$ cat src/rtl/pmd_svc_pkg.sv
// Constants, register map and carrier types of the backplane PMD service block.
// Assumes a single 100 MHz clock standing in for the serial bit clock.
package pmd_svc_pkg;

	// Clock and energy detect timing
	localparam int CLK_PERIOD_NS = 10;
	localparam int ENERGY_CHANGE_MAX_NS = 750;
	// Two cycles of input and output registering are taken off the limit
	localparam int ENERGY_PIPE_CYC = 2;
	localparam int ENERGY_QUIET_CYC = ENERGY_CHANGE_MAX_NS / CLK_PERIOD_NS - ENERGY_PIPE_CYC;
	// Delay budget through the block and medium, in bit times
	localparam int PATH_DELAY_MAX_BITS = 256;
	localparam int MEDIUM_RTT_MAX_BITS = 40;
	localparam int BLOCK_DELAY_BITS = 2;

	// Register offsets (byte addresses)
	localparam logic [7:0] CTRL_OFS = 8'h00;
	localparam logic [7:0] STAT_OFS = 8'h04;
	localparam logic [7:0] IRQ_STAT_OFS = 8'h08;
	localparam logic [7:0] IRQ_MASK_OFS = 8'h0C;

	// Control fields
	localparam int CTRL_TX_OFF_BIT = 0;
	localparam logic [31:0] CTRL_RST = 32'h0000_0000;

	// Status fields
	localparam int STAT_ENERGY_BIT = 0;
	localparam int STAT_TX_OFF_BIT = 1;
	localparam int STAT_RX_QUIET_BIT = 2;
	localparam int STAT_TX_QUIET_BIT = 3;

	// Interrupt event fields
	localparam int IRQ_W = 3;
	localparam int IRQ_ENERGY_UP_BIT = 0;
	localparam int IRQ_ENERGY_DOWN_BIT = 1;
	localparam int IRQ_TX_OFF_BIT = 2;
	localparam logic [IRQ_W-1:0] IRQ_RST = 3'h0;

	// Energy detect states, one-hot
	typedef enum logic [1:0] {
		ENERGY_FAIL = 2'h1,
		ENERGY_OK = 2'h2
	} energy_state_t;

	// Requests arriving from the attachment sublayer
	typedef struct packed {
		logic tx_bit;
		logic receive_idle_request;
		logic transmit_idle_request;
	} pcs_req_t;

	// Indications returned to the attachment sublayer
	typedef struct packed {
		logic rx_bit;
		logic line_energy_present;
	} pcs_ind_t;

	// Power and line controls toward the analog front end
	typedef struct packed {
		logic tx_line;
		logic transmitter_off_control;
		logic rx_low_power;
		logic tx_low_power;
	} afe_ctl_t;

endpackage : pmd_svc_pkg

$ cat src/rtl/pmd_service.sv
// Service-interface logic of a backplane PMD: bit streams, energy detect,
// quiet requests, transmitter disable, and a small register file.
// Assumes the attachment sublayer and the line front end share clk.
// Design notes
// Clocking
// - One clock; each edge stands for one serial bit time.
// - Every input is taken as already synchronous to clk.
// - No clock enable; all flops load on every edge.
//
// Transmit side
// - tx_bit registered once, then driven onto tx_line.
// - One cycle from request to line, far inside the budget.
// - While off, tx_line sits at 0 with no transitions.
// - Off means transmit quiet or the software off bit.
// - Off output and line level come from the same edge,
//   so no stray bit escapes when the transmitter turns off.
// - Leaving off: the next bit of the stream goes out
//   one cycle after the request falls.
//
// Receive side
// - line_rx captured into rx_s, then copied into rx_prev.
// - A difference between the two is a line transition.
// - rx_bit is rx_s one edge later: two cycles from the pin.
// - rx_bit is held 0 whenever the energy state is FAIL,
//   so downstream logic never sees stale received data.
//
// Energy detect
// - FAIL to OK on the first transition seen.
// - OK to FAIL after QUIET_CYC cycles with no transition.
// - QUIET_CYC default leaves room for the capture and
//   output flops inside the 750 ns limit.
// - Rising OK needs only one edge; a noisy idle line can
//   therefore raise OK briefly. Trade: fastest wake-up.
// - Status bit and service indication share one flop,
//   so the management copy can never lag or lead.
//
// Quiet requests
// - Both requests are registered levels, one cycle late.
// - With ENERGY_SAVING cleared both are forced FALSE and
//   the low-power outputs stay 0 and off follows only software.
// - Receive quiet only lowers receiver power; the energy
//   detector keeps running so a wake-up is not missed.
//
// Register file
// - CTRL: bit 0 switches the transmitter off by software.
// - STATUS: read only; energy, off, rx quiet, tx quiet.
// - IRQ_STAT: sticky events, write one to clear.
// - IRQ_MASK: same layout, one enables the interrupt.
// - Events: energy rises, energy falls, transmitter off.
// - An event in the cycle of its clear wins; nothing lost.
// - Read data stands only in the cycle after the strobe,
//   zero otherwise, so a bus mux can simply OR it in.
// - Unmapped reads return zero; unmapped writes vanish.
// - No wait states; back-to-back strobes are served.
//
// Interrupt
// - irq is a level, high while any unmasked bit is set.
// - It is combinational from flops; no glitch from inputs.
//
// Reset
// - Asynchronous, active high; all state to constants.
// - After release energy is FAIL and the line idles at 0.
// - The first access may come at the first edge after.
//
// Hazards and limits
// - A mid-run reset drops sticky events without a report.
// - The software off bit also raises the off event.
// - Loopback, fault reporting and the analog front end
//   are outside this block.
// - A line that toggles slower than QUIET_CYC cycles is
//   reported as quiet; this is the intended behaviour.
//
// Parameters
// - ENERGY_SAVING: one enables the quiet requests.
// - QUIET_CYC: quiet cycles before FAIL, checked below.
//
// Design decisions made here: the strobed register port and the register offsets.
`timescale 1ns/1ps

module pmd_service #(
	parameter bit ENERGY_SAVING = 1'b1,
	parameter int QUIET_CYC = pmd_svc_pkg::ENERGY_QUIET_CYC
) (
	input wire logic clk,
	input wire logic sys_rst,
	input wire pmd_svc_pkg::pcs_req_t pcs_req,
	output pmd_svc_pkg::pcs_ind_t pcs_ind,
	input wire logic line_rx,
	output pmd_svc_pkg::afe_ctl_t afe_ctl,
	output logic mgmt_energy_present_status,
	input wire logic [7:0] reg_addr,
	input wire logic [31:0] reg_wdata,
	input wire logic reg_wr,
	input wire logic reg_rd,
	output logic [31:0] reg_rdata,
	output logic irq
);

	localparam int CNT_W = $clog2(QUIET_CYC + 1);

	// Refuse settings the quiet detector or delay budget cannot serve
	// Quiet count range and delay budget checks
	if (QUIET_CYC < 1 || QUIET_CYC > pmd_svc_pkg::ENERGY_QUIET_CYC) begin : g_bad_quiet
		$error("QUIET_CYC out of range");
	end
	if (pmd_svc_pkg::BLOCK_DELAY_BITS + pmd_svc_pkg::MEDIUM_RTT_MAX_BITS
		> pmd_svc_pkg::PATH_DELAY_MAX_BITS) begin : g_bad_delay
		$error("Path delay budget exceeded");
	end

	// Complete state of the block
	typedef struct packed {
		logic tx_line;
		logic rx_s;
		logic rx_prev;
		logic rx_bit;
		logic rx_quiet;
		logic tx_quiet;
		logic tx_off;
		pmd_svc_pkg::energy_state_t energy;
		logic [CNT_W-1:0] quiet_cnt;
		logic sw_tx_off;
		logic [pmd_svc_pkg::IRQ_W-1:0] irq_stat;
		logic [pmd_svc_pkg::IRQ_W-1:0] irq_mask;
		logic [31:0] rdata;
	} state_t;

	state_t st_ff;
	state_t nxt_st;

	// Compare a register address against an offset
	function automatic logic hit(input logic [7:0] addr, input logic [7:0] ofs);
		return addr == ofs;
	endfunction : hit

	// Build the read-only status word from the current state
	function automatic logic [31:0] status_word(input state_t s);
		logic [31:0] w;
		w = 32'h0000_0000;
		w[pmd_svc_pkg::STAT_ENERGY_BIT] = (s.energy == pmd_svc_pkg::ENERGY_OK);
		w[pmd_svc_pkg::STAT_TX_OFF_BIT] = s.tx_off;
		w[pmd_svc_pkg::STAT_RX_QUIET_BIT] = s.rx_quiet;
		w[pmd_svc_pkg::STAT_TX_QUIET_BIT] = s.tx_quiet;
		return w;
	endfunction : status_word

	// Next-state logic
	always_comb begin
		logic energy_ok;
		logic rx_edge;
		logic [pmd_svc_pkg::IRQ_W-1:0] ev;
		logic [pmd_svc_pkg::IRQ_W-1:0] clr;
		energy_ok = 1'b0;
		rx_edge = 1'b0;
		ev = pmd_svc_pkg::IRQ_RST;
		clr = pmd_svc_pkg::IRQ_RST;
		nxt_st = st_ff;

		nxt_st.rx_quiet = ENERGY_SAVING & pcs_req.receive_idle_request;
		nxt_st.tx_quiet = ENERGY_SAVING & pcs_req.transmit_idle_request;

		nxt_st.tx_off = nxt_st.tx_quiet | st_ff.sw_tx_off;

		nxt_st.tx_line = nxt_st.tx_off ? 1'b0 : pcs_req.tx_bit;

		// Line receive capture and transition detect
		nxt_st.rx_s = line_rx;
		nxt_st.rx_prev = st_ff.rx_s;
		rx_edge = st_ff.rx_s ^ st_ff.rx_prev;

		case (st_ff.energy)
			pmd_svc_pkg::ENERGY_FAIL: begin
				nxt_st.quiet_cnt = '0;
				if (rx_edge) begin
					nxt_st.energy = pmd_svc_pkg::ENERGY_OK;
				end
			end
			pmd_svc_pkg::ENERGY_OK: begin
				if (rx_edge) begin
					nxt_st.quiet_cnt = '0;
				end else if (st_ff.quiet_cnt == CNT_W'(QUIET_CYC - 1)) begin
					nxt_st.quiet_cnt = '0;
					nxt_st.energy = pmd_svc_pkg::ENERGY_FAIL;
				end else begin
					nxt_st.quiet_cnt = st_ff.quiet_cnt + CNT_W'(1);
				end
			end
			default: begin
				nxt_st.quiet_cnt = '0;
				nxt_st.energy = pmd_svc_pkg::ENERGY_FAIL;
			end
		endcase
		energy_ok = (nxt_st.energy == pmd_svc_pkg::ENERGY_OK);

		nxt_st.rx_bit = energy_ok ? st_ff.rx_s : 1'b0;

		ev[pmd_svc_pkg::IRQ_ENERGY_UP_BIT] = energy_ok
			& (st_ff.energy != pmd_svc_pkg::ENERGY_OK);
		ev[pmd_svc_pkg::IRQ_ENERGY_DOWN_BIT] = !energy_ok
			& (st_ff.energy == pmd_svc_pkg::ENERGY_OK);
		ev[pmd_svc_pkg::IRQ_TX_OFF_BIT] = nxt_st.tx_off & !st_ff.tx_off;

		// Register writes
		if (reg_wr && hit(reg_addr, pmd_svc_pkg::CTRL_OFS)) begin
			nxt_st.sw_tx_off = reg_wdata[pmd_svc_pkg::CTRL_TX_OFF_BIT];
		end
		if (reg_wr && hit(reg_addr, pmd_svc_pkg::IRQ_STAT_OFS)) begin
			clr = reg_wdata[pmd_svc_pkg::IRQ_W-1:0];
		end
		if (reg_wr && hit(reg_addr, pmd_svc_pkg::IRQ_MASK_OFS)) begin
			nxt_st.irq_mask = reg_wdata[pmd_svc_pkg::IRQ_W-1:0];
		end

		// Sticky events, a new event beats a clear
		nxt_st.irq_stat = (st_ff.irq_stat & ~clr) | ev;

		// Register reads, data stands one cycle after the strobe
		nxt_st.rdata = 32'h0000_0000;
		if (reg_rd) begin
			case (1'b1)
				hit(reg_addr, pmd_svc_pkg::CTRL_OFS): begin
					nxt_st.rdata[pmd_svc_pkg::CTRL_TX_OFF_BIT] = st_ff.sw_tx_off;
				end
				hit(reg_addr, pmd_svc_pkg::STAT_OFS): begin
					nxt_st.rdata = status_word(st_ff);
				end
				hit(reg_addr, pmd_svc_pkg::IRQ_STAT_OFS): begin
					nxt_st.rdata[pmd_svc_pkg::IRQ_W-1:0] = st_ff.irq_stat;
				end
				hit(reg_addr, pmd_svc_pkg::IRQ_MASK_OFS): begin
					nxt_st.rdata[pmd_svc_pkg::IRQ_W-1:0] = st_ff.irq_mask;
				end
				default: begin
					nxt_st.rdata = 32'h0000_0000;
				end
			endcase
		end
	end

	// State register
	always_ff @(posedge clk or posedge sys_rst) begin
		if (sys_rst) begin
			st_ff.tx_line <= 1'b0;
			st_ff.rx_s <= 1'b0;
			st_ff.rx_prev <= 1'b0;
			st_ff.rx_bit <= 1'b0;
			st_ff.rx_quiet <= 1'b0;
			st_ff.tx_quiet <= 1'b0;
			st_ff.tx_off <= 1'b0;
			st_ff.energy <= pmd_svc_pkg::ENERGY_FAIL;
			st_ff.quiet_cnt <= '0;
			st_ff.sw_tx_off <= pmd_svc_pkg::CTRL_RST[pmd_svc_pkg::CTRL_TX_OFF_BIT];
			st_ff.irq_stat <= pmd_svc_pkg::IRQ_RST;
			st_ff.irq_mask <= pmd_svc_pkg::IRQ_RST;
			st_ff.rdata <= 32'h0000_0000;
		end else begin
			st_ff <= nxt_st;
		end
	end

	// Outputs, all from flip-flops except the interrupt level and the two energy-present decodes of the energy state
	assign pcs_ind.rx_bit = st_ff.rx_bit;
	assign pcs_ind.line_energy_present = (st_ff.energy == pmd_svc_pkg::ENERGY_OK);
	assign mgmt_energy_present_status = (st_ff.energy == pmd_svc_pkg::ENERGY_OK);
	assign afe_ctl.tx_line = st_ff.tx_line;
	assign afe_ctl.transmitter_off_control = st_ff.tx_off;
	assign afe_ctl.rx_low_power = st_ff.rx_quiet;
	assign afe_ctl.tx_low_power = st_ff.tx_quiet;
	assign reg_rdata = st_ff.rdata;
	assign irq = |(st_ff.irq_stat & st_ff.irq_mask);

endmodule : pmd_service

$ cat config.mk
export PLATFORM = sky130hd
export DESIGN_NAME = pmd_service
export DESIGN_NICKNAME = d
export VERILOG_FILES = /design/src/rtl/pmd_svc_pkg.sv /design/src/rtl/pmd_service.sv
export SDC_FILE = /design/constraint.sdc
export NUM_CORES = 1
export LEC_CHECK = 0
export BUFFER_PORTS_ARGS = -buffer_cell sky130_fd_sc_hd__clkbuf_2
export CAP_MARGIN = 20
export CORE_ASPECT_RATIO = 0.5
export CORE_UTILIZATION = 47
export DETAILED_ROUTE_END_ITERATION = 16
export PLACE_DENSITY_LB_ADDON = 0.12
export SYNTH_ARGS = -nofsm -noshare
export SYNTH_HDL_FRONTEND = slang
export SYNTH_SLANG_ARGS = --single-unit
$ cat constraint.sdc
create_clock -name clk -period 4.15 [get_ports clk]
set_clock_uncertainty 0.15 [all_clocks]
set_input_delay 0.6225 -clock clk [delete_from_list [all_inputs] [get_ports clk]]
set_output_delay 0.6225 -clock clk [all_outputs]
set_load 0.005 [all_outputs]
=== Yosys cells after proc, flatten, opt, wreduce, memory -nomap -nowiden ===
Cells that the tools add are included.

* Add/sub/neg operators: 1
* Eq/ne operators: 8
* Multiplexer cells: 20
* Reduce and logical (&&, ||, !) cells: 7
* Bitwise operators: 9

{| class="wikitable"
|+ Operators by type and width
! kind !! count
|-
| $pmux 9 s2 || 1
|-
| $eq 8x4->1 const B || 2
|-
| $mux 2 || 7
|-
| $mux 7 || 2
|-
| $eq 8x3->1 const B || 1
|-
| $logic_not 8->1 || 1
|-
| $mux 1 || 8
|-
| $add 7x1->7 const B || 1
|-
| $eq 7x7->1 const B || 1
|-
| $and 3x3->3 || 2
|-
| $eq 2x2->1 const B || 2
|-
| $mux 4 || 1
|-
| $and 1x1->1 || 3
|-
| $logic_and 1x1->1 || 3
|-
| $mux 3 || 1
|-
| $not 3->3 || 1
|-
| $or 3x3->3 || 1
|-
| $reduce_or 3->1 || 1
|-
| $eq 2x1->1 const B || 1
|-
| $logic_not 1->1 || 2
|-
| $ne 2x2->1 const B || 1
|-
| $or 1x1->1 || 1
|-
| $xor 1x1->1 || 1
|}

* Input port bits: 48
* Word-level logic and storage cells: 58
* Bits in registers: 55
* Output and inout bits: 40

=== Longest topological paths before layout ===
* Depth after elaboration: 8
* Gate-level depth with buffers: 7

=== Least setup slack after synthesis ===
OpenSTA, ideal clock, no wires.

* Kind: register -> register
* From: register st_ff[46] (netlist name)
* To: register st_ff[36] (netlist name)
* Required time: 3879 ps
* Setup time: 121 ps
* Stages on the path, launching flop included: 7
* Path slack: 2354 ps
* Path buffers: 0
* Data arrival time: 1525 ps
* Cell sequence: dfstp_2 -> inv_1 -> ha_1 -> a21o_1 -> a31oi_1 -> o211ai_1 -> a22o_1

{| class="wikitable"
|+ RTL lines
! element !! line !! source
|-
| start, declared || pmd_service.sv:128 || <nowiki>state_t st_ff;</nowiki>
|-
| start signal, assigned || pmd_service.sv:257 || <nowiki>st_ff <= nxt_st;</nowiki>
|}

=== Worst setup path after layout ===
* From: register st_ff[46] (netlist name)
* To: output port mgmt_energy_present_status

* Cells in the longest elaborated chain, start to end: 1

{| class="wikitable"
|+ Ends and longest elaborated chain
! element !! line !! source
|-
| $eq 2x2->1 || pmd_service.sv:264 || <nowiki>assign mgmt_energy_present_status = (st_ff.energy == pmd_svc_pkg::ENERGY_OK);</nowiki>
|-
| end, declared || pmd_service.sv:90 || <nowiki>output logic mgmt_energy_present_status,</nowiki>
|}

No other way between the ends.

==> flow_metrics.env <==
export IMPL_setup_tns_ns=0
export IMPL_maxCapViolations=0
export IMPL_first_pass_iters=4
export IMPL_wl_met2_microns=1136
export IMPL_stdcell_area_sq_um=1609
export IMPL_grt_pass1_wl_microns=4133
export IMPL_yosysMostFrequentCell="buf_4"
export IMPL_dieArea_sq_um=3543
export IMPL_seq_area_frac_synth=0.4370
export IMPL_synthTopCellsByArea="dfrtp_1 (42%), buf_4 (18%), mux2_2 (4.4%)"
export IMPL_period_share=0.5122
export IMPL_drt_wl_total_microns=2313
export IMPL_clkSinkCount=27
export IMPL_tightestPinTransition_ns=0.5359
export IMPL_maxSlewViolCount=0
export IMPL_ys_warn_count=0
export IMPL_antenna_found_initial=0
export IMPL_r2r_slack_ns=2.14
export IMPL_grt_util_all_layers=0.1499
export IMPL_area_growth_pct=3.877
export IMPL_r2r_end="st_ff[36]"
export IMPL_wl_per_cell_microns=11.12
export IMPL_synth_cell_type_count=42
export IMPL_top_layer_used="met4"
export IMPL_first_global_vias=914
export IMPL_clk_pin_slew_ns=0.09
export IMPL_fin_hold_ws_ns=0.2066
export IMPL_io_pins=88
export IMPL_min_period_ns=2.126
export IMPL_synth_avg_cell_area_sq_um=10.61
export IMPL_r2r_start="st_ff[46]"
export IMPL_grt_setup_unrepaired="no"
export IMPL_ys_ff_latch=27
export IMPL_slew_headroom=0.6423
export IMPL_fin_nets=221
export IMPL_drt_iter0_drc=19
export IMPL_finalHoldViolCount=0
export IMPL_syn_inst=146
export IMPL_dieHeight_microns=42.60
export IMPL_cts_buffers=3
export IMPL_ctsHoldBuffers=0
export IMPL_crit_required_ns=3.38
export IMPL_clockBufferDepth=2
export IMPL_cts_tree="yes"
export IMPL_multi_input_area_sq_um=638.1
export IMPL_grt_remaining_overflow=0
export IMPL_root_buffer="clkbuf_8"
export IMPL_crit_fanout=10
export IMPL_dp_hpwl_microns=1743
export IMPL_outcome="finished, final reports clean"
export IMPL_ant_nets=0
export IMPL_reg2regPathDepth=6
export IMPL_start_kind="register"
export IMPL_fillers=277
export IMPL_cts_resized_gates=0
export IMPL_synth_top_cells_by_count="buf_4 (38), dfrtp_1 (26), inv_1 (9)"
export IMPL_async_reset_ff_frac=1.000
export IMPL_insertion_delay_ns=0.27
export IMPL_power_density_nw_per_um2=353.3
export IMPL_leakagePower_nw=0.8287
export IMPL_netlist_area_sq_um=1549
export IMPL_yosysTopAreaCellShare=0.4200
export IMPL_ir_worst_vdd_uv=183.7
export IMPL_route_met3_wl_microns=115
export IMPL_clock_fmax_ghz=0.4704
export IMPL_vias=951
export IMPL_worstSetupPathType="register to output pin"
export IMPL_synth_top_cell_by_area="dfrtp_1"
export IMPL_post_cts_setup_buffer_count=0
export IMPL_min_path_type="input pin to asynchronous set/reset pin"
export IMPL_grt_max_degree=28
export IMPL_antenna_cells=0
export IMPL_gp_congestion=0.7530
export IMPL_synth_edff_count=0
export IMPL_portBuffers=30
export IMPL_htreeDepth=1
export IMPL_dpl_instance_area_sq_um=1549
export IMPL_register_area_sq_um=676.9
export IMPL_fp_row_count=14
export IMPL_setup_viol=0
export IMPL_final_util=0.5249
export IMPL_met1_length_microns=1037
export IMPL_synthFlopType="dfrtp_1"
export IMPL_drc=0
export IMPL_cp_data_arrival_time_ns=1.35
export IMPL_routed_via_density=4.572
export IMPL_core_area_sq_um=3065
export IMPL_end_kind="output pin"
export IMPL_die_x_microns=83.19
export IMPL_start_util=0.5053
export IMPL_drive_above_1_share=0.3333
sequential cells by signal, summed over array words and instances (netlist names):
register	count
afe_ctl	4
nxt_st	1
pcs_ind	1
reg_rdata	4
st_ff	17
through the flow:
step	setup WS, ns	power, mW	cells
5_1_grt	1.955	0.6084	208
4_1_cts	2.003	0.5790	207
2_1_floorplan	2.354	0.4169	173
6_report	2.024	0.5685	208
3_3_place_gp	2.171	0.4247	203
3_5_place_dp	2.147	0.4280	203
power breakdown:
group          internal (mW)  switching (mW)
sequential             0.287          0.0158
combinational         0.0548          0.0646
clock                 0.0687          0.0771
placed cells by master, fill, tap and decap left out, types with 2 or more instances in the layout:
cell type	synthesis	layout
nor2_1	7	7
ha_1	4	4
xnor2_1	3	3
clkbuf_2	0	30
a22oi_1	2	2
and3_1	2	2
clkbuf_8	0	3
dfrtp_1	26	26
mux2_2	6	6
nand3_1	3	3
conb_1	1	28
nand2_1	6	6
nor2_2	5	5
o2bb2ai_1	2	2
xor2_1	2	2
a21oi_1	2	2
inv_1	9	9
or3_1	2	2
nor3_1	2	2
critical path, stage by stage (launching register included):
cell      delay [ns]
dfstp_2         0.56
inv_1           0.05
ha_1            0.32
clkbuf_2        0.17
per-layer routing:
| layer | vias up | GRT usage |
|---|---|---|
| li1 | 462 | - |
| met2 | 38 | 0.2721 |
| met1 | 449 | 0.1801 |
| met3 | 2 | 0.04331 |
| met4 | 0 | 0.03103 |
| met5 | - | 0 |
worst max path at each step:
stage,start,end,slack (ns),cells past startpoint
2_1_floorplan,st_ff[46],st_ff[36],2.35,6
3_3_place_gp,st_ff[46],st_ff[36],2.17,6
3_5_place_dp,st_ff[46],st_ff[36],2.15,6
4_1_cts,st_ff[46],mgmt_energy_present_status,2.00,3
5_1_grt,st_ff[46],mgmt_energy_present_status,1.95,3
6_report,st_ff[46],mgmt_energy_present_status,2.02,3
cells by family after synthesis:
logic type / Yosys count / share of synthesized area
AOI/OAI and AO/OA: 14 / 0.06866
xor gates and xnor gates: 6 / 0.03878
adders and majority gates: 4 / 0.03231
buffers and inverters: 49 / 0.2165
DFF: 27 / 0.4370
muxes: 7 / 0.05815
other: 1 / 0.002421
and+or+nand+nor: 38 / 0.1462
final cells by class:
class | instances | area share
sequential | 27 | 0.4207
multi-input combinational | 97 | 0.3966
timing repair buffer | 31 | 0.1026
tap | 40 | 0.03110
clock buffer | 4 | 0.02799
inverter | 9 | 0.02100
(Power assumes the default switching activity.)
